## src/core/dltd_pkg.sv

```systemverilog
package dltd_pkg;

    // Clocking and loop timing
    localparam int unsigned CLK_HZ          = 40_000_000;
    localparam int unsigned LOOP_MS         = 20;
    localparam int unsigned LOOP_CYCLES     = CLK_HZ / 1000 * LOOP_MS;
    localparam int unsigned LOOPS_PER_S     = 1000 / LOOP_MS;
    localparam int unsigned S_PER_MIN       = 60;
    localparam int unsigned LOOPS_PER_MIN   = S_PER_MIN * LOOPS_PER_S;
    localparam int unsigned PWM_HZ          = 10_000;
    localparam int unsigned PWM_STEPS       = 100;
    localparam int unsigned PWM_TICK_CYCLES = CLK_HZ / (PWM_HZ * PWM_STEPS);
    localparam logic [6:0]  DUTY_FULL       = 7'h64;

    // Register byte offsets
    localparam logic [7:0] ADDR_CTRL    = 8'h00;
    localparam logic [7:0] ADDR_STEP    = 8'h04;
    localparam logic [7:0] ADDR_LEVEL   = 8'h08;
    localparam logic [7:0] ADDR_WAIT    = 8'h0C;
    localparam logic [7:0] ADDR_LO_LIM  = 8'h10;
    localparam logic [7:0] ADDR_HI_LIM  = 8'h14;
    localparam logic [7:0] ADDR_OC_LIM  = 8'h18;
    localparam logic [7:0] ADDR_KEYOFF  = 8'h1C;
    localparam logic [7:0] ADDR_STATUS  = 8'h20;
    localparam logic [7:0] ADDR_MASK    = 8'h24;
    localparam logic [7:0] ADDR_STATE   = 8'h28;

    // Status and mask bit positions
    localparam int unsigned ST_LO      = 0;
    localparam int unsigned ST_HI      = 1;
    localparam int unsigned ST_KEYOFF  = 2;
    localparam int unsigned ST_DIMDONE = 3;

    // Reset values
    localparam logic        RST_DIM_EN = 1'b1;
    localparam logic [3:0]  RST_STEP   = 4'h1;
    localparam logic [6:0]  RST_LEVEL  = 7'h50;
    localparam logic [12:0] RST_WAIT   = 13'h0014;
    localparam logic [6:0]  RST_LO_LIM = 7'h00;
    localparam logic [6:0]  RST_HI_LIM = 7'h64;
    localparam logic [6:0]  RST_OC_LIM = 7'h00;
    localparam logic [6:0]  RST_KEYOFF = 7'h0A;
    localparam logic [3:0]  RST_MASK   = 4'h0;

    localparam logic [1:0]  RESP_OKAY   = 2'h0;
    localparam logic [1:0]  RESP_SLVERR = 2'h2;

    typedef enum logic [2:0] {
        PH_OFF,
        PH_FULL,
        PH_KEYOUT,
        PH_WAIT,
        PH_DIM
    } dltd_phase_t;

    typedef struct packed {
        logic        dim_en;
        logic [3:0]  step;
        logic [6:0]  level;
        logic [12:0] wait_s;
        logic [6:0]  lo_lim;
        logic [6:0]  hi_lim;
        logic [6:0]  oc_lim;
        logic [6:0]  keyoff;
    } dltd_cfg_t;

    localparam dltd_cfg_t RST_CFG = '{RST_DIM_EN, RST_STEP, RST_LEVEL,
        RST_WAIT, RST_LO_LIM, RST_HI_LIM, RST_OC_LIM, RST_KEYOFF};

    typedef struct packed {
        logic        door;
        logic        ignition;
    } dltd_sw_t;

endpackage

```

## src/core/dltd_tick.sv

```systemverilog
`timescale 1ns/1ps
module dltd_tick #(
    parameter int unsigned DIV = 2
) (
    input  wire logic clk_sys_in,
    input  wire logic rst_b_in,
    output logic      tick_out
);
    typedef struct packed {
        logic [19:0] cnt;
        logic        tick;
    } dltd_tick_st_t;

    dltd_tick_st_t st_r;
    dltd_tick_st_t st_nxt;

    always_comb
    begin
        st_nxt = st_r;
        st_nxt.tick = 1'b0;
        if (st_r.cnt == 20'(DIV - 1))
        begin
            st_nxt.cnt = 20'h00000;
            st_nxt.tick = 1'b1;
        end
        else
        begin
            st_nxt.cnt = 20'(st_r.cnt + 20'h00001);
        end
    end

    always_ff @(posedge clk_sys_in)
    begin
        if (!rst_b_in)
            st_r <= '0;
        else
            st_r <= st_nxt;
    end

    assign tick_out = st_r.tick;
endmodule

```

## src/core/dltd_pwm.sv

```systemverilog
`timescale 1ns/1ps
module dltd_pwm (
    input  wire logic       clk_sys_in,
    input  wire logic       rst_b_in,
    input  wire logic       tick_in,
    input  wire logic [6:0] duty_in,
    output logic            pwm_out
);
    typedef struct packed {
        logic [6:0] cnt;
        logic       pwm;
    } dltd_pwm_st_t;

    dltd_pwm_st_t st_r;
    dltd_pwm_st_t st_nxt;

    always_comb
    begin
        st_nxt = st_r;
        if (tick_in)
        begin
            if (st_r.cnt == 7'(dltd_pkg::PWM_STEPS - 1))
                st_nxt.cnt = 7'h00;
            else
                st_nxt.cnt = 7'(st_r.cnt + 7'h01);
            st_nxt.pwm = (st_nxt.cnt < duty_in);
        end
    end

    always_ff @(posedge clk_sys_in)
    begin
        if (!rst_b_in)
            st_r <= '0;
        else
            st_r <= st_nxt;
    end

    assign pwm_out = st_r.pwm;
endmodule

```

## src/core/dltd_dimmer.sv

```systemverilog
`timescale 1ns/1ps
module dltd_dimmer #(
    parameter int unsigned LOOP_CYCLES = dltd_pkg::LOOP_CYCLES
) (
    input  wire logic        clk_sys_in,
    input  wire logic        rst_b_in,
    input  wire logic [7:0]  s_axi_awaddr,
    input  wire logic        s_axi_awvalid,
    output logic             s_axi_awready,
    input  wire logic [31:0] s_axi_wdata,
    input  wire logic [3:0]  s_axi_wstrb,
    input  wire logic        s_axi_wvalid,
    output logic             s_axi_wready,
    output logic [1:0]       s_axi_bresp,
    output logic             s_axi_bvalid,
    input  wire logic        s_axi_bready,
    input  wire logic [7:0]  s_axi_araddr,
    input  wire logic        s_axi_arvalid,
    output logic             s_axi_arready,
    output logic [31:0]      s_axi_rdata,
    output logic [1:0]       s_axi_rresp,
    output logic             s_axi_rvalid,
    input  wire logic        s_axi_rready,
    input  wire logic        door_open_in,
    input  wire logic        ignition_in,
    input  wire logic [6:0]  lamp_current_in,
    output logic             lamp_pwm_out,
    output logic             irq_out
);
    typedef struct packed {
        dltd_pkg::dltd_sw_t    sw_meta;
        dltd_pkg::dltd_sw_t    sw;
        dltd_pkg::dltd_cfg_t   cfg;
        dltd_pkg::dltd_phase_t phase;
        logic [6:0]            duty;
        logic [11:0]           sub;
        logic [12:0]           units;
        logic [3:0]            status;
        logic [3:0]            mask;
        logic                  bvalid;
        logic [1:0]            bresp;
        logic                  rvalid;
        logic [1:0]            rresp;
        logic [31:0]           rdata;
    } dltd_st_t;

    dltd_st_t   st_r;
    dltd_st_t   st_nxt;
    logic       loop_tick;
    logic       pwm_tick;
    logic       wr_go;
    logic       rd_go;
    logic       shut;
    logic [6:0] duty_o;
    logic       driving;

    function automatic logic [31:0] merge(input logic [31:0] old,
                                          input logic [31:0] wd,
                                          input logic [3:0]  be);
        logic [31:0] res;
        res = old;
        for (int i = 0; i < 4; i++)
            if (be[i])
                res[i*8 +: 8] = wd[i*8 +: 8];
        return res;
    endfunction

    dltd_tick #(.DIV(LOOP_CYCLES)) u_loop (
        .clk_sys_in (clk_sys_in),
        .rst_b_in   (rst_b_in),
        .tick_out   (loop_tick)
    );

    dltd_tick #(.DIV(dltd_pkg::PWM_TICK_CYCLES)) u_pwm_tick (
        .clk_sys_in (clk_sys_in),
        .rst_b_in   (rst_b_in),
        .tick_out   (pwm_tick)
    );

    dltd_pwm u_pwm (
        .clk_sys_in (clk_sys_in),
        .rst_b_in   (rst_b_in),
        .tick_in    (pwm_tick),
        .duty_in    (duty_o),
        .pwm_out    (lamp_pwm_out)
    );

    assign shut = st_r.status[dltd_pkg::ST_HI];
    assign duty_o = shut ? 7'h00 : st_r.duty;
    assign driving = (duty_o != 7'h00);
    assign wr_go = s_axi_awvalid && s_axi_wvalid && !st_r.bvalid;
    assign rd_go = s_axi_arvalid && !st_r.rvalid;
    assign s_axi_awready = wr_go;
    assign s_axi_wready = wr_go;
    assign s_axi_arready = !st_r.rvalid;
    assign s_axi_bvalid = st_r.bvalid;
    assign s_axi_bresp = st_r.bresp;
    assign s_axi_rvalid = st_r.rvalid;
    assign s_axi_rresp = st_r.rresp;
    assign s_axi_rdata = st_r.rdata;
    assign irq_out = |(st_r.status & st_r.mask);

    always_comb
    begin
        logic [31:0] wv;
        logic [3:0]  ev;
        logic [3:0]  clr;
        logic        sec_end;
        logic        min_end;
        st_nxt = st_r;
        wv = 32'h00000000;
        ev = 4'h0;
        clr = 4'h0;
        sec_end = (st_r.sub == 12'(dltd_pkg::LOOPS_PER_S - 1));
        min_end = (st_r.sub == 12'(dltd_pkg::LOOPS_PER_MIN - 1));
        st_nxt.sw_meta = '{door_open_in, ignition_in};
        st_nxt.sw = st_r.sw_meta;

        // Register writes
        if (st_r.bvalid && s_axi_bready)
            st_nxt.bvalid = 1'b0;
        if (wr_go)
        begin
            st_nxt.bvalid = 1'b1;
            st_nxt.bresp = dltd_pkg::RESP_OKAY;
            unique case (s_axi_awaddr)
                dltd_pkg::ADDR_CTRL:
                begin
                    wv = merge({31'h0, st_r.cfg.dim_en}, s_axi_wdata,
                        s_axi_wstrb);
                    st_nxt.cfg.dim_en = wv[0];
                end
                dltd_pkg::ADDR_STEP:
                begin
                    wv = merge({28'h0, st_r.cfg.step}, s_axi_wdata,
                        s_axi_wstrb);
                    st_nxt.cfg.step = wv[3:0];
                end
                dltd_pkg::ADDR_LEVEL:
                begin
                    wv = merge({25'h0, st_r.cfg.level}, s_axi_wdata,
                        s_axi_wstrb);
                    st_nxt.cfg.level = wv[6:0];
                end
                dltd_pkg::ADDR_WAIT:
                begin
                    wv = merge({19'h0, st_r.cfg.wait_s}, s_axi_wdata,
                        s_axi_wstrb);
                    st_nxt.cfg.wait_s = wv[12:0];
                end
                dltd_pkg::ADDR_LO_LIM:
                begin
                    wv = merge({25'h0, st_r.cfg.lo_lim}, s_axi_wdata,
                        s_axi_wstrb);
                    st_nxt.cfg.lo_lim = wv[6:0];
                end
                dltd_pkg::ADDR_HI_LIM:
                begin
                    wv = merge({25'h0, st_r.cfg.hi_lim}, s_axi_wdata,
                        s_axi_wstrb);
                    st_nxt.cfg.hi_lim = wv[6:0];
                end
                dltd_pkg::ADDR_OC_LIM:
                begin
                    wv = merge({25'h0, st_r.cfg.oc_lim}, s_axi_wdata,
                        s_axi_wstrb);
                    st_nxt.cfg.oc_lim = wv[6:0];
                end
                dltd_pkg::ADDR_KEYOFF:
                begin
                    wv = merge({25'h0, st_r.cfg.keyoff}, s_axi_wdata,
                        s_axi_wstrb);
                    st_nxt.cfg.keyoff = wv[6:0];
                end
                dltd_pkg::ADDR_STATUS:
                    clr = s_axi_wstrb[0] ? s_axi_wdata[3:0] : 4'h0;
                dltd_pkg::ADDR_MASK:
                    if (s_axi_wstrb[0])
                        st_nxt.mask = s_axi_wdata[3:0];
                dltd_pkg::ADDR_STATE:
                    st_nxt.bresp = dltd_pkg::RESP_OKAY;
                default:
                    st_nxt.bresp = dltd_pkg::RESP_SLVERR;
            endcase
        end

        // Register reads
        if (st_r.rvalid && s_axi_rready)
            st_nxt.rvalid = 1'b0;
        if (rd_go)
        begin
            st_nxt.rvalid = 1'b1;
            st_nxt.rresp = dltd_pkg::RESP_OKAY;
            unique case (s_axi_araddr)
                dltd_pkg::ADDR_CTRL:   st_nxt.rdata = {31'h0, st_r.cfg.dim_en};
                dltd_pkg::ADDR_STEP:   st_nxt.rdata = {28'h0, st_r.cfg.step};
                dltd_pkg::ADDR_LEVEL:  st_nxt.rdata = {25'h0, st_r.cfg.level};
                dltd_pkg::ADDR_WAIT:   st_nxt.rdata = {19'h0, st_r.cfg.wait_s};
                dltd_pkg::ADDR_LO_LIM: st_nxt.rdata = {25'h0, st_r.cfg.lo_lim};
                dltd_pkg::ADDR_HI_LIM: st_nxt.rdata = {25'h0, st_r.cfg.hi_lim};
                dltd_pkg::ADDR_OC_LIM: st_nxt.rdata = {25'h0, st_r.cfg.oc_lim};
                dltd_pkg::ADDR_KEYOFF: st_nxt.rdata = {25'h0, st_r.cfg.keyoff};
                dltd_pkg::ADDR_STATUS: st_nxt.rdata = {28'h0, st_r.status};
                dltd_pkg::ADDR_MASK:   st_nxt.rdata = {28'h0, st_r.mask};
                dltd_pkg::ADDR_STATE:
                    st_nxt.rdata = {19'h0, st_r.sw.ignition, st_r.sw.door,
                        shut, st_r.phase, duty_o};
                default:
                begin
                    st_nxt.rdata = 32'h00000000;
                    st_nxt.rresp = dltd_pkg::RESP_SLVERR;
                end
            endcase
        end

        // Lamp sequence
        unique case (st_r.phase)
            dltd_pkg::PH_OFF, dltd_pkg::PH_WAIT, dltd_pkg::PH_DIM:
            begin
                if (st_r.sw.door)
                begin
                    st_nxt.phase = dltd_pkg::PH_FULL;
                    st_nxt.duty = dltd_pkg::DUTY_FULL;
                    st_nxt.sub = 12'h000;
                    st_nxt.units = 13'h0000;
                end
                else if (st_r.phase == dltd_pkg::PH_WAIT && loop_tick)
                begin
                    st_nxt.sub = sec_end ? 12'h000 : 12'(st_r.sub + 12'h001);
                    if (sec_end)
                    begin
                        st_nxt.units = 13'(st_r.units + 13'h0001);
                        if (13'(st_r.units + 13'h0001) >= st_r.cfg.wait_s)
                            st_nxt.phase = dltd_pkg::PH_DIM;
                    end
                end
                else if (st_r.phase == dltd_pkg::PH_DIM && loop_tick)
                begin
                    if (st_r.duty <= {3'h0, st_r.cfg.step})
                    begin
                        st_nxt.duty = 7'h00;
                        st_nxt.phase = dltd_pkg::PH_OFF;
                        ev[dltd_pkg::ST_DIMDONE] = 1'b1;
                    end
                    else
                    begin
                        st_nxt.duty = 7'(st_r.duty - {3'h0, st_r.cfg.step});
                    end
                end
            end
            dltd_pkg::PH_FULL, dltd_pkg::PH_KEYOUT:
            begin
                if (!st_r.sw.door)
                begin
                    st_nxt.sub = 12'h000;
                    st_nxt.units = 13'h0000;
                    if (st_r.cfg.dim_en)
                    begin
                        st_nxt.phase = dltd_pkg::PH_WAIT;
                        st_nxt.duty = st_r.cfg.level;
                    end
                    else
                    begin
                        st_nxt.phase = dltd_pkg::PH_OFF;
                        st_nxt.duty = 7'h00;
                    end
                end
                else if (st_r.sw.ignition)
                begin
                    st_nxt.phase = dltd_pkg::PH_FULL;
                    st_nxt.duty = dltd_pkg::DUTY_FULL;
                    st_nxt.sub = 12'h000;
                    st_nxt.units = 13'h0000;
                end
                else if (st_r.phase == dltd_pkg::PH_FULL && loop_tick)
                begin
                    st_nxt.sub = min_end ? 12'h000 : 12'(st_r.sub + 12'h001);
                    if (min_end)
                    begin
                        st_nxt.units = 13'(st_r.units + 13'h0001);
                        if (13'(st_r.units + 13'h0001) >=
                            {6'h00, st_r.cfg.keyoff})
                        begin
                            st_nxt.phase = dltd_pkg::PH_KEYOUT;
                            st_nxt.duty = 7'h00;
                            ev[dltd_pkg::ST_KEYOFF] = 1'b1;
                        end
                    end
                end
            end
        endcase

        // Current monitor, sampled each loop while driving
        if (loop_tick && driving)
        begin
            if (lamp_current_in < st_r.cfg.lo_lim)
                ev[dltd_pkg::ST_LO] = 1'b1;
            if (lamp_current_in > st_r.cfg.hi_lim)
                ev[dltd_pkg::ST_HI] = 1'b1;
        end
        st_nxt.status = (st_r.status & ~clr) | ev;
    end

    always_ff @(posedge clk_sys_in)
    begin
        if (!rst_b_in)
        begin
            st_r <= '0;
            st_r.cfg <= dltd_pkg::RST_CFG;
            st_r.mask <= dltd_pkg::RST_MASK;
            st_r.phase <= dltd_pkg::PH_OFF;
        end
        else
        begin
            st_r <= st_nxt;
        end
    end

    a_door_full: assert property (@(posedge clk_sys_in) disable iff (!rst_b_in)
        $rose(st_r.sw.door) |=> st_r.phase == dltd_pkg::PH_FULL)
        else $error("door open did not give full output");

    a_nodim_off: assert property (@(posedge clk_sys_in) disable iff (!rst_b_in)
        $fell(st_r.sw.door) && !st_r.cfg.dim_en |=> duty_o == 7'h00)
        else $error("lamp not off at close with dimming disabled");

    a_dim_step: assert property (@(posedge clk_sys_in) disable iff (!rst_b_in)
        loop_tick && !st_r.sw.door && st_r.phase == dltd_pkg::PH_DIM
        && st_r.duty > {3'h0, st_r.cfg.step}
        |=> st_r.duty == $past(st_r.duty) - {3'h0, $past(st_r.cfg.step)})
        else $error("dim step wrong");

    a_wait_level: assert property (@(posedge clk_sys_in) disable iff (!rst_b_in)
        st_r.phase == dltd_pkg::PH_WAIT |-> st_r.duty == st_r.cfg.level)
        else $error("wait level wrong");

    a_wait_expire: assert property (@(posedge clk_sys_in)
        disable iff (!rst_b_in)
        loop_tick && !st_r.sw.door && st_r.phase == dltd_pkg::PH_WAIT
        && st_r.sub == 12'(dltd_pkg::LOOPS_PER_S - 1)
        && 13'(st_r.units + 13'h0001) >= st_r.cfg.wait_s
        |=> st_r.phase == dltd_pkg::PH_DIM)
        else $error("wait expiry missed");

    a_low_flag: assert property (@(posedge clk_sys_in) disable iff (!rst_b_in)
        loop_tick && driving && lamp_current_in < st_r.cfg.lo_lim
        |=> st_r.status[dltd_pkg::ST_LO])
        else $error("low current not flagged");

    a_high_off: assert property (@(posedge clk_sys_in) disable iff (!rst_b_in)
        loop_tick && driving && lamp_current_in > st_r.cfg.hi_lim
        |=> st_r.status[dltd_pkg::ST_HI] && duty_o == 7'h00)
        else $error("overcurrent not shut off");

    a_keyoff_out: assert property (@(posedge clk_sys_in)
        disable iff (!rst_b_in)
        st_r.phase == dltd_pkg::PH_KEYOUT |-> duty_o == 7'h00)
        else $error("key-off lamp still lit");

    a_dim_end: assert property (@(posedge clk_sys_in) disable iff (!rst_b_in)
        loop_tick && !st_r.sw.door && st_r.phase == dltd_pkg::PH_DIM
        && st_r.duty <= {3'h0, st_r.cfg.step}
        |=> st_r.phase == dltd_pkg::PH_OFF && duty_o == 7'h00)
        else $error("dimming did not end off");
endmodule

```

## config.mk

```make
export PLATFORM = sky130hd
export DESIGN_NAME = dltd_dimmer
export DESIGN_NICKNAME = d
export VERILOG_FILES = /design/src/core/dltd_pkg.sv /design/src/core/dltd_tick.sv /design/src/core/dltd_pwm.sv /design/src/core/dltd_dimmer.sv
export SDC_FILE = /design/constraint.sdc
export NUM_CORES = 1
export LEC_CHECK = 0
export ABC_AREA = 1
export BUFFER_PORTS_ARGS = -buffer_cell sky130_fd_sc_hd__buf_2
export CORE_UTILIZATION = 55
export DETAILED_ROUTE_END_ITERATION = 7
export PLACE_DENSITY = 0.76
export SYNTH_ARGS = -nofsm -noshare
export SYNTH_HDL_FRONTEND = slang
export SYNTH_SLANG_ARGS = --single-unit
```

## constraint.sdc

```tcl
create_clock -name clk_sys_in -period 4.9 [get_ports clk_sys_in]
set_input_delay 0.245 -clock clk_sys_in [delete_from_list [all_inputs] [get_ports clk_sys_in]]
set_output_delay 0.245 -clock clk_sys_in [all_outputs]
set_load 0.1 [all_outputs]
```

==> results of run 1 <==
repair_timing:
action	in CTS	in global routing
hold endpoints to repair	1	0
hold buffers	1	0
endpoints found under the setup margin	0	0
cells by family (layout without fill, tap and decap cells):
logic type	after synthesis	in the layout	share of synthesized area (%)
flops	167	167	34.7
fa+ha+maj	50	50	6.57
buf+inv	281	315	12.7
compound gates	255	255	15.8
xor+xnor	24	24	2.18
other cells	1	21	0.0389
simple gates	597	597	28.1
report_power, final:
part | switching, mW | total (mW) | internal (mW) | leakage [nW]
registers | 0.0702 | 1.49 | 1.42 | 1.35
logic | 0.692 | 1.02 | 0.328 | 2.92
clock network | 0.553 | 1.29 | 0.736 | 0.263
critical path: cells and delay by family (launching register included):
kind	cells	cell delay, ns
compound gates	1	0.38
fa+ha+maj	2	0.55
buf+inv	1	0.06
flops	1	0.42
simple gates	12	1.30
per-stage QoR:
stage | utilization (%) | hold WS [ns] | instance area [um2] | instances
finish | 61.2 | 0.0264 | 10500 | 1654
global route | 61.2 | 0.0211 | 10500 | 1654
CTS | 61.2 | 0.0300 | 10500 | 1654
detailed placement | 57.8 | 0.404 | 9930 | 1623
global placement | 57.8 | 0.398 | 9930 | 1623
floorplan | - | 0.343 | 9710 | 1395
path summary, 6_finish.rpt:
path	startpoint	endpoint	slack, ns
setup / recovery	st_r[46]	st_r[78]	2.06
setup reg to reg	st_r[46]	st_r[78]	2.06
hold reg to reg	st_nxt[134]	st_r[134]	0.43
hold / removal	ignition_in	st_nxt[134]	0.03
Yosys cell counts, types with 6 or more instances:
master,n
a21oi_1,99
nand4_1,30
buf_4,39
nor2_2,6
a211oi_1,34
nand2_2,9
a21oi_2,7
clkbuf_1,19
dfxtp_1,167
xor2_1,19
nand3_1,70
o21ai_0,58
nand2_1,243
ha_1,49
inv_2,7
o22ai_1,23
nor3_1,44
inv_1,204
o211ai_1,11
nor2_1,160
registers in the layout, summed over array words and instances (netlist names):
name and cells:
u_loop.tick_out 1, u_pwm.pwm_out 1, st_r 97, shut 1, s_axi_bvalid 1, u_pwm.st_r 7, s_axi_rresp 1, s_axi_rdata 13
s_axi_rvalid 1, s_axi_bresp 1, u_loop.st_r 20, st_nxt 2, u_pwm_tick.st_r 20, u_pwm_tick.tick_out 1
per-layer routing:
| layer | routed length [um] | vias up | track usage, % |
|---|---|---|---|
| met5 | 0 | - | 0 |
| met4 | 692 | 0 | 10.7 |
| met3 | 1400 | 44 | 5.52 |
| met2 | 11200 | 284 | 45.1 |
| met1 | 10500 | 4122 | 34.0 |
| li1 | - | 4560 | - |
layout make-up:
| class | instances | area [um2] | share of cell area [%] |
|---|---|---|---|
| Clock inverter | 10 | 98.8 | 0.941 |
| Sequential cell | 167 | 3340 | 31.8 |
| Multi-Input combinational cell | 947 | 5140 | 49.0 |
| Tap cell | 225 | 282 | 2.68 |
| Inverter | 214 | 806 | 7.67 |
| Timing Repair Buffer | 71 | 365 | 3.48 |
| Clock buffer | 20 | 467 | 4.44 |
==> impl_metrics.env, run 1 <==
export IMPL_hp_class="input port to flop"
export IMPL_critPathArrivalTime_ns=3.16
export IMPL_hold_viol_final=0
export IMPL_cts_tree="built"
export IMPL_vias=9010
export IMPL_initial_core_util_pct=56.1
export IMPL_yosys_warnings=0
export IMPL_most_common_layout_cells="243 x nand2_1, 204 x inv_1, 167 x dfxtp_1"
export IMPL_drt_first_pass_iters=6
export IMPL_grt_ovfl_total=0
export IMPL_max_slew_margin_pct=39.2
export IMPL_die_area_um2=18000
export IMPL_crit_chain="ha_1 -> nand3_2 -> nor2_2 -> nand3_1 -> nand2_1 -> inv_1 -> ha_1 -> nand4_1 -> nor2_1 -> nand4_1 -> nand2_1 -> nor2_1 -> a21oi_1 -> nand3_1 -> nand2_1 -> nor2_1"
export IMPL_crit_fanout=6
export IMPL_synthesis_area_um2=9630
export IMPL_maxCapViolCount=0
export IMPL_crit_path_start_kind="flop"
export IMPL_ant_nets=0
export IMPL_rsz0062_at_grt="false"
export IMPL_synth_area_top_cells="dfxtp_1 35%, nand2_1 9.5%, inv_1 8.0%, ha_1 6.4%, nor2_1 6.2%"
export IMPL_fp_coreArea_um2=17200
export IMPL_clock_sinks=167
export IMPL_die_w_um=134
export IMPL_cp_end_kind="flop"
export IMPL_vdd_drop_max_mv=0.268
export IMPL_yosysUniqueCellTypes=52
export IMPL_clk_pin_slew_ns=0.06
export IMPL_drive_gt1_share_pct=10.7
export IMPL_rows=48
export IMPL_grt_util_all_layers_pct=27.0
export IMPL_ys_flop_type="dfxtp_1"
export IMPL_max_freq_ghz=0.352
export IMPL_die_h_um=134
export IMPL_fin_ws_ns=2.06
export IMPL_viasPerCell=5.45
export IMPL_powerDensity_nw_per_um2=362
export IMPL_outcome="finished, final reports clean"
export IMPL_finalNetCount=1536
export IMPL_dp_hpwl_mm=17.7
export IMPL_drc=0
export IMPL_ys_seq_elements=167
export IMPL_synthesis_area_per_instance_um2=7.00
export IMPL_htree_num_levels=4
export IMPL_clockRootBuffer="clkbuf_16"
export IMPL_place_gp_congestion=1.00
export IMPL_min_period_over_period_pct=58.0
export IMPL_ys_seq_area_share_pct=34.7
export IMPL_finalPower_mw=3.80
export IMPL_n_antenna_cell=0
export IMPL_clock_skew_ns=0.00985
export IMPL_post_cts_setup_buffer_count=0
export IMPL_grt_pass1_wl_mm=38.7
export IMPL_setup_tns_ns=0
export IMPL_slowest_stage="dfxtp_1"
export IMPL_ys_async_sr_fraction_pct=0
export IMPL_drt_wl_total_mm=23.7
export IMPL_cp_required_ns=5.22
export IMPL_setup_viol=0
export IMPL_synth_top_cell_by_area="dfxtp_1"
export IMPL_worstMarginPinSlew_ns=0.909
export IMPL_cts_buffers=17
export IMPL_wl_per_cell_um=14.4
export IMPL_grt_pass1_vias=8110
export IMPL_holdPathStages=3
export IMPL_drtIter0Drc=842
export IMPL_syn_to_final_growth_pct=9.08
export IMPL_grt_max_degree=60
export IMPL_clock_path_buffers=2
export IMPL_cts_resized=0
export IMPL_ff2ff_path_depth=16
export IMPL_drv_slew=0
export IMPL_max_stage_delay_ns=0.42
export IMPL_synth_edff_count=0
export IMPL_io_pins=111
export IMPL_crit_type="flop to flop"
export IMPL_fin_crit_ns=2.84
export IMPL_syn_inst=1375
export IMPL_netlist_area_leader_share_pct=34.7
export IMPL_p_leak_nw=4.54
export IMPL_io_buffer_count=68
export IMPL_clkLatencyLatePin_ns=0.43
export IMPL_n_fill_cell=1628
export IMPL_antenna_found_initial=0
export IMPL_layout_commonest_cell="nand2_1"
export IMPL_preCtsSetupSlack_ns=2.12
Note: power is estimated with default switching activity, not from simulation.
==> run 2, diff against run 1 <==
==> constraint.sdc (replaced) <==
create_clock -name clk_sys_in -period 2.8 [get_ports clk_sys_in]
set_input_delay 0.14 -clock clk_sys_in [delete_from_list [all_inputs] [get_ports clk_sys_in]]
set_output_delay 0.14 -clock clk_sys_in [all_outputs]
set_load 0.1 [all_outputs]
==> run 2 against run 1 <==
The flow now finishes with violations (DRC). Sequential share of layout area decreased by 0.44 points. Critical path depth up 2. Combinational power rose by 77%. Sequential power increased by 76%. Final cell count rose by 1.0%. Count of clock-buffer cells in the layout down 2. Hold slack got worse by 0.010 ns. Critical endpoint unchanged. Largest cell class unchanged.
==> impl_metrics.env, run 2 (synthesis results as in run 1) <==
export IMPL_outcome="finished with violations"
export IMPL_violations="DRC"
export IMPL_fp_coreArea_um2=17200
export IMPL_path_common_cell="nand2_1"
export IMPL_most_common_layout_cells="243 x nand2_1, 204 x inv_1, 166 x dfxtp_1"
export IMPL_cp_required_ns=3.14
export IMPL_io_pins=111
export IMPL_grt_pass1_vias=8290
export IMPL_wl_met2_mm=11.4
export IMPL_dp_hpwl_mm=17.9
export IMPL_setup_viol=0
export IMPL_drt_first_pass_iters=8
export IMPL_drv_slew=0
export IMPL_slowest_stage="dfxtp_1"
export IMPL_hold_viol_final=0
export IMPL_wl_met1_mm=10.5
export IMPL_crit_chain="ha_2 -> nand2_1 -> nor2_2 -> nand2_1 -> clkinv_1 -> nand2_2 -> nand2_2 -> nand2_2 -> ha_1 -> nand4_1 -> nor2_1 -> nand4_1 -> nand2_1 -> nor2_1 -> a21oi_2 -> nand3_1 -> nand2_1 -> nor2_1"
export IMPL_fin_crit_ns=2.53
export IMPL_finalNetCount=1551
export IMPL_wl_per_cell_um=14.4
export IMPL_initial_core_util_pct=56.1
export IMPL_place_gp_congestion=0.956
export IMPL_powerDensity_nw_per_um2=627
export IMPL_die_w_um=134
export IMPL_clock_path_buffers=2
export IMPL_preCtsSetupSlack_ns=0.131
export IMPL_ant_nets=0
export IMPL_drc=1
export IMPL_cts_tree="built"
export IMPL_rsz0062_at_grt="false"
export IMPL_die_h_um=134
export IMPL_clkLatencyLatePin_ns=0.45
export IMPL_n_fill_cell=1582
export IMPL_vdd_drop_max_mv=0.557
export IMPL_drtIter0Drc=696
export IMPL_worstMarginPinSlew_ns=0.712
export IMPL_layout_commonest_cell="nand2_1"
export IMPL_post_cts_setup_buffer_count=0
export IMPL_antenna_found_initial=0
export IMPL_grt_max_degree=32
export IMPL_fin_ws_ns=0.271
export IMPL_setup_tns_ns=0
export IMPL_wl_met3_mm=1.37
export IMPL_io_buffer_count=68
export IMPL_htree_num_levels=4
export IMPL_viasPerCell=5.42
export IMPL_top_register="st_r"
export IMPL_clk_pin_slew_ns=0.07
export IMPL_drt_wl_total_mm=24.0
export IMPL_clock_skew_ns=0.00821
export IMPL_cts_buffers=17
export IMPL_largest_register_ffs=97
export IMPL_top_regs="st_r (97), u_loop.st_r (20), u_pwm_tick.st_r (20)"
export IMPL_top_layer_used="met4"
export IMPL_crit_type="flop to flop"
export IMPL_vias=9051
export IMPL_grt_util_all_layers_pct=27.6
export IMPL_max_freq_ghz=0.395
export IMPL_hp_class="input port to flop"
export IMPL_rows=48
export IMPL_syn_to_final_growth_pct=10.7
export IMPL_drive_gt1_share_pct=11.3
export IMPL_clock_sinks=167
export IMPL_clockRootBuffer="clkbuf_16"
export IMPL_die_area_um2=18000
export IMPL_n_antenna_cell=0
export IMPL_p_leak_nw=4.62
export IMPL_cp_end_kind="flop"
export IMPL_grt_pass1_wl_mm=39.4
export IMPL_max_stage_delay_ns=0.39
export IMPL_maxCapViolCount=0
export IMPL_min_period_over_period_pct=90.3
export IMPL_max_slew_margin_pct=52.2
export IMPL_grt_ovfl_total=0
export IMPL_critPathArrivalTime_ns=2.87
export IMPL_hold_worst_slack_ns=0.0160
export IMPL_postLayoutCoreUtil_pct=62.0
export IMPL_crit_fanout=6
export IMPL_crit_path_start_kind="flop"
[run 2: cell count changes in the layout (fill, tap and decap cells not counted), sizes merged]
cell | before | now
dlygate4sd3 | 1 | 11
inv | 213 | 220
buf | 70 | 75
clkinvlp | 5 | 1
clkbuf | 20 | 18
clkinv | 5 | 7
bufinv | 1 | 0
[run 2: routing by layer]
layer / vias up / track usage [%]
li1: 4590 / -
met1: 4109 / 34.3
met2: 293 / 46.7
met3: 59 / 4.99
met4: 0 / 11.9
met5: - / 0
[run 2: final timing paths]
kind	start	endpoint	slack (ns)	depth (start not counted)
min reg2reg	st_nxt[134]	st_r[134]	0.43	2
max	st_r[47]	st_r[78]	0.27	18
max reg2reg	st_r[47]	st_r[78]	0.27	18
min	s_axi_rready	s_axi_rvalid	0.02	3
[run 2: critical path: cells and delay by family (launching register included)]
kind | cells | cell delay (ns)
flip-flops | 1 | 0.39
buffers and inverters | 1 | 0.07
adder cells (fa/ha/maj) | 2 | 0.56
AO/OA/AOI/OAI | 1 | 0.25
AND/OR/NAND/NOR | 14 | 1.16
[run 2: what timing repair did]
action / CTS / global route
resized for setup: 0 / 5
hold buffers: 11 / 0
endpoints found under the hold margin: 10 / 0
endpoints found under the setup margin: 0 / 10
[run 2: cell type report]
type,count,area (um2),share of cell area (%)
clock buffer,18,439,4.12
multi-input combinational,947,5170,48.5
timing repair buffer,86,503,4.72
clock inverter,14,115,1.08
tap,225,282,2.64
inverter,214,806,7.56
sequential,167,3340,31.4
[run 2: report_power, final]
part | internal, mW | switching (mW) | total, mW
clock network | 1.18 | 1.07 | 2.25
registers | 2.49 | 0.128 | 2.62
logic | 0.594 | 1.21 | 1.81
[run 2: metrics by stage]
stage / std cells / power, mW / instance area, um2
floorplan: 1395 / 4.08 / 9710
global placement: 1628 / 4.38 / 9970
detailed placement: 1628 / 4.42 / 9970
CTS: 1671 / 6.67 / 10600
global route: 1671 / 7.06 / 10700
finish: 1671 / 6.68 / 10700
==> run 3, diff against run 2 <==
--- a/config.mk
+++ b/config.mk
@@ -9,7 +9,9 @@
 export BUFFER_PORTS_ARGS = -buffer_cell sky130_fd_sc_hd__buf_2
 export CORE_UTILIZATION = 55
 export DETAILED_ROUTE_END_ITERATION = 7
+export HOLD_SLACK_MARGIN = 0.06
 export PLACE_DENSITY = 0.76
 export SYNTH_ARGS = -nofsm -noshare
 export SYNTH_HDL_FRONTEND = slang
+export SYNTH_HIERARCHICAL = 1
 export SYNTH_SLANG_ARGS = --single-unit
==> run 3 against run 2 <==
The run now ends clean. Total power rose by 9.0%. Clock skew fell by 0.00062 ns. Hold slack improved by 0.056 ns. Flip-flop and latch count did not move. First-iteration DRC count fell by 5.7%. Synthesized area rose by 3.5%. Non-clock buffer count rose by 8. Synthesized cell count rose by 5.9%. Critical endpoint is now st_r[80].
==> impl_metrics.env, run 3 <==
export IMPL_drv_slew=0
export IMPL_finalNetCount=1645
export IMPL_syn_inst=1456
export IMPL_ys_seq_area_share_pct=33.5
export IMPL_top_register="st_r"
export IMPL_vdd_drop_max_mv=0.558
export IMPL_powerDensity_nw_per_um2=655
export IMPL_cp_required_ns=3.12
export IMPL_clk_pin_slew_ns=0.06
export IMPL_outcome="finished, final reports clean"
export IMPL_synthesis_area_um2=9970
export IMPL_vias=9362
export IMPL_maxCapViolCount=0
export IMPL_hold_end="s_axi_bresp[1]"
export IMPL_io_pins=111
export IMPL_place_gp_congestion=0.968
export IMPL_cp_top_family="simple AND/OR/NAND/NOR gates"
export IMPL_ff2ff_path_depth=13
export IMPL_viasPerCell=5.31
export IMPL_top_usage_layer="met2"
export IMPL_cp_end_kind="flop"
export IMPL_fp_coreArea_um2=17500
export IMPL_top_regs="st_r (97), u_loop/st_r (20), u_pwm_tick/st_r (20)"
export IMPL_place_area_um2=10300
export IMPL_slowest_stage="dfxtp_4"
export IMPL_max_stage_delay_ns=0.38
export IMPL_synthesis_area_per_instance_um2=6.85
export IMPL_synthTopCellsByCount="303 x nand2_1, 212 x inv_1, 196 x nor2_1"
export IMPL_fin_crit_ns=2.61
export IMPL_synth_top_cell_by_area="dfxtp_1"
export IMPL_final_cell_area_um2=11100
export IMPL_max_slew_margin_pct=38.5
export IMPL_drt_first_pass_iters=5
export IMPL_cts_tree="built"
export IMPL_crit_path_start_kind="flop"
export IMPL_grt_pass1_wl_mm=40.4
export IMPL_clock_skew_ns=0.00760
export IMPL_p_leak_nw=4.93
export IMPL_rr_endpoint="st_r[80]"
export IMPL_postLayoutCoreUtil_pct=63.6
export IMPL_most_common_layout_cells="303 x nand2_1, 212 x inv_1, 194 x nor2_1"
export IMPL_grt_max_degree=52
export IMPL_max_freq_ghz=0.383
export IMPL_synth_edff_count=0
export IMPL_netlist_area_leader_share_pct=33.5
export IMPL_timing_rr_start="st_r[46]"
export IMPL_rows=48
export IMPL_cts_buffers=17
export IMPL_crit_type="flop to flop"
export IMPL_initial_core_util_pct=57.1
export IMPL_drt_wl_total_mm=24.6
export IMPL_synth_area_top_cells="dfxtp_1 34%, nand2_1 11%, inv_1 8.0%, nor2_1 7.4%, ha_1 6.1%"
export IMPL_yosysUniqueCellTypes=56
export IMPL_worstMarginPinSlew_ns=0.919
export IMPL_die_area_um2=18700
export IMPL_setup_viol=0
export IMPL_yosys_warnings=6
export IMPL_use_met2_pct=46.8
export IMPL_register_area_um2=3350
export IMPL_n_fill_cell=1599
export IMPL_yosysMostFrequentCell="nand2_1"
export IMPL_finalPower_mw=7.28
export IMPL_io_buffer_count=68
export IMPL_n_antenna_cell=0
export IMPL_syn_to_final_growth_pct=11.4
export IMPL_wl_per_cell_um=14.0
export IMPL_dp_hpwl_mm=18.3
export IMPL_crit_buf_inv=0
export IMPL_clock_sinks=167
export IMPL_critPathArrivalTime_ns=2.93
export IMPL_die_h_um=137
export IMPL_antenna_found_initial=0
export IMPL_ys_seq_elements=167
export IMPL_clockRootBuffer="clkbuf_16"
export IMPL_drtIter0Drc=656
export IMPL_die_w_um=137
export IMPL_ys_flop_type="dfxtp_1"
export IMPL_grt_ovfl_total=0
export IMPL_clock_path_buffers=2
export IMPL_setup_tns_ns=0
export IMPL_hold_viol_final=0
export IMPL_largest_register_ffs=97
export IMPL_holdPathStages=3
export IMPL_drive_gt1_share_pct=11.8
export IMPL_ys_async_sr_fraction_pct=0
export IMPL_use_met1_pct=34.2
export IMPL_grt_met3_usage_pct=4.78
export IMPL_min_period_over_period_pct=93.2
export IMPL_layout_commonest_cell="nand2_1"
export IMPL_reg2reg_slack_ns=0.19
export IMPL_htree_num_levels=4
export IMPL_hp_class="input port to flop"
export IMPL_ant_nets=0
export IMPL_grt_pass1_vias=8655
export IMPL_crit_chain="ha_2 -> nand2_2 -> nor3_1 -> xor2_1 -> ha_1 -> a21oi_1 -> nand3_1 -> nor2_2 -> nand4_4 -> nand3_2 -> nand2_1 -> nand2_1 -> nor2_1"
export IMPL_clkLatencyLatePin_ns=0.43
export IMPL_path_common_cell="nand2_1"
export IMPL_multi_input_area_um2=5470
export IMPL_grt_util_all_layers_pct=27.5
export IMPL_min_from="s_axi_awaddr[0]"
export IMPL_drc=0
export IMPL_crit_fanout=7
export IMPL_rsz0062_at_grt="false"
==> run 3: tightest hold or removal path, delay by kind of cell <==
| kind | cells | cell delay (ns) |
|---|---|---|
| buffers and inverters | 1 | 0.07 |
| AND/OR/NAND/NOR | 1 | 0.05 |
| AO/OA/AOI/OAI | 1 | 0.19 |
==> run 3: cell type report <==
type | instances | share of cell area [%]
Multi-Input combinational cell | 1026 | 49.2
Tap cell | 225 | 2.53
Timing Repair Buffer | 94 | 5.20
Clock buffer | 21 | 4.14
Inverter | 221 | 7.47
Clock inverter | 8 | 1.34
Sequential cell | 167 | 30.1
==> run 3: worst max path at each step <==
stage | start | endpoint | cells past startpoint
5_1_grt | st_r[46] | st_r[80] | 19
2_1_floorplan | s_axi_bvalid | st_r[83] | 7
3_3_place_gp | st_r[46] | st_r[73] | 13
3_5_place_dp | st_r[46] | st_r[71] | 13
6_report | st_r[46] | st_r[80] | 13
4_1_cts | st_r[46] | st_r[80] | 19
==> run 3: kinds of logic (layout without fill, tap and decap cells) <==
kind of cell | Yosys count | count (layout) | share of synthesized area, %
flip-flops | 167 | 167 | 33.5
AND/OR/NAND/NOR | 698 | 698 | 31.5
other | 1 | 21 | 0.0376
XOR/XNOR | 30 | 30 | 2.71
buffers and inverters | 283 | 344 | 12.5
adder cells (fa/ha/maj) | 50 | 50 | 6.35
AO/OA/AOI/OAI | 227 | 227 | 13.4
==> run 3: through the flow <==
step / worst slack, ns / hold slack [ns] / cells
after floorplan: 0.0676 / 0.238 / 1476
after global placement: 0.269 / 0.344 / 1713
after detailed placement: 0.145 / 0.344 / 1713
after CTS: 0.114 / 0.0733 / 1759
after global routing: 0.00245 / 0.0882 / 1762
final: 0.191 / 0.0720 / 1762
==> run 3: power by group <==
part,switching (mW),total (mW),leakage (nW),internal [mW]
Sequential,0.0900,2.58,1.35,2.49
Clock,0.936,2.46,0.291,1.53
Combinational,1.55,2.24,3.28,0.685
Total,2.58,7.28,4.93,4.70
==> run 3: metal layers <==
metal | wire length [um] | vias up
li1 | - | 4787
met1 | 10600 | 4274
met2 | 11800 | 255
met3 | 1520 | 46
met4 | 736 | 0
met5 | 0 | -
==> run 3: repair_timing <==
| item | 4_1_cts | 5_1_grt |
|---|---|---|
| hold buffers | 17 | 0 |
| setup buffers | 0 | 3 |
| endpoints found under the setup margin | 0 | 10 |
| endpoints found under the hold margin | 24 | 0 |
| gates resized for setup | 0 | 5 |
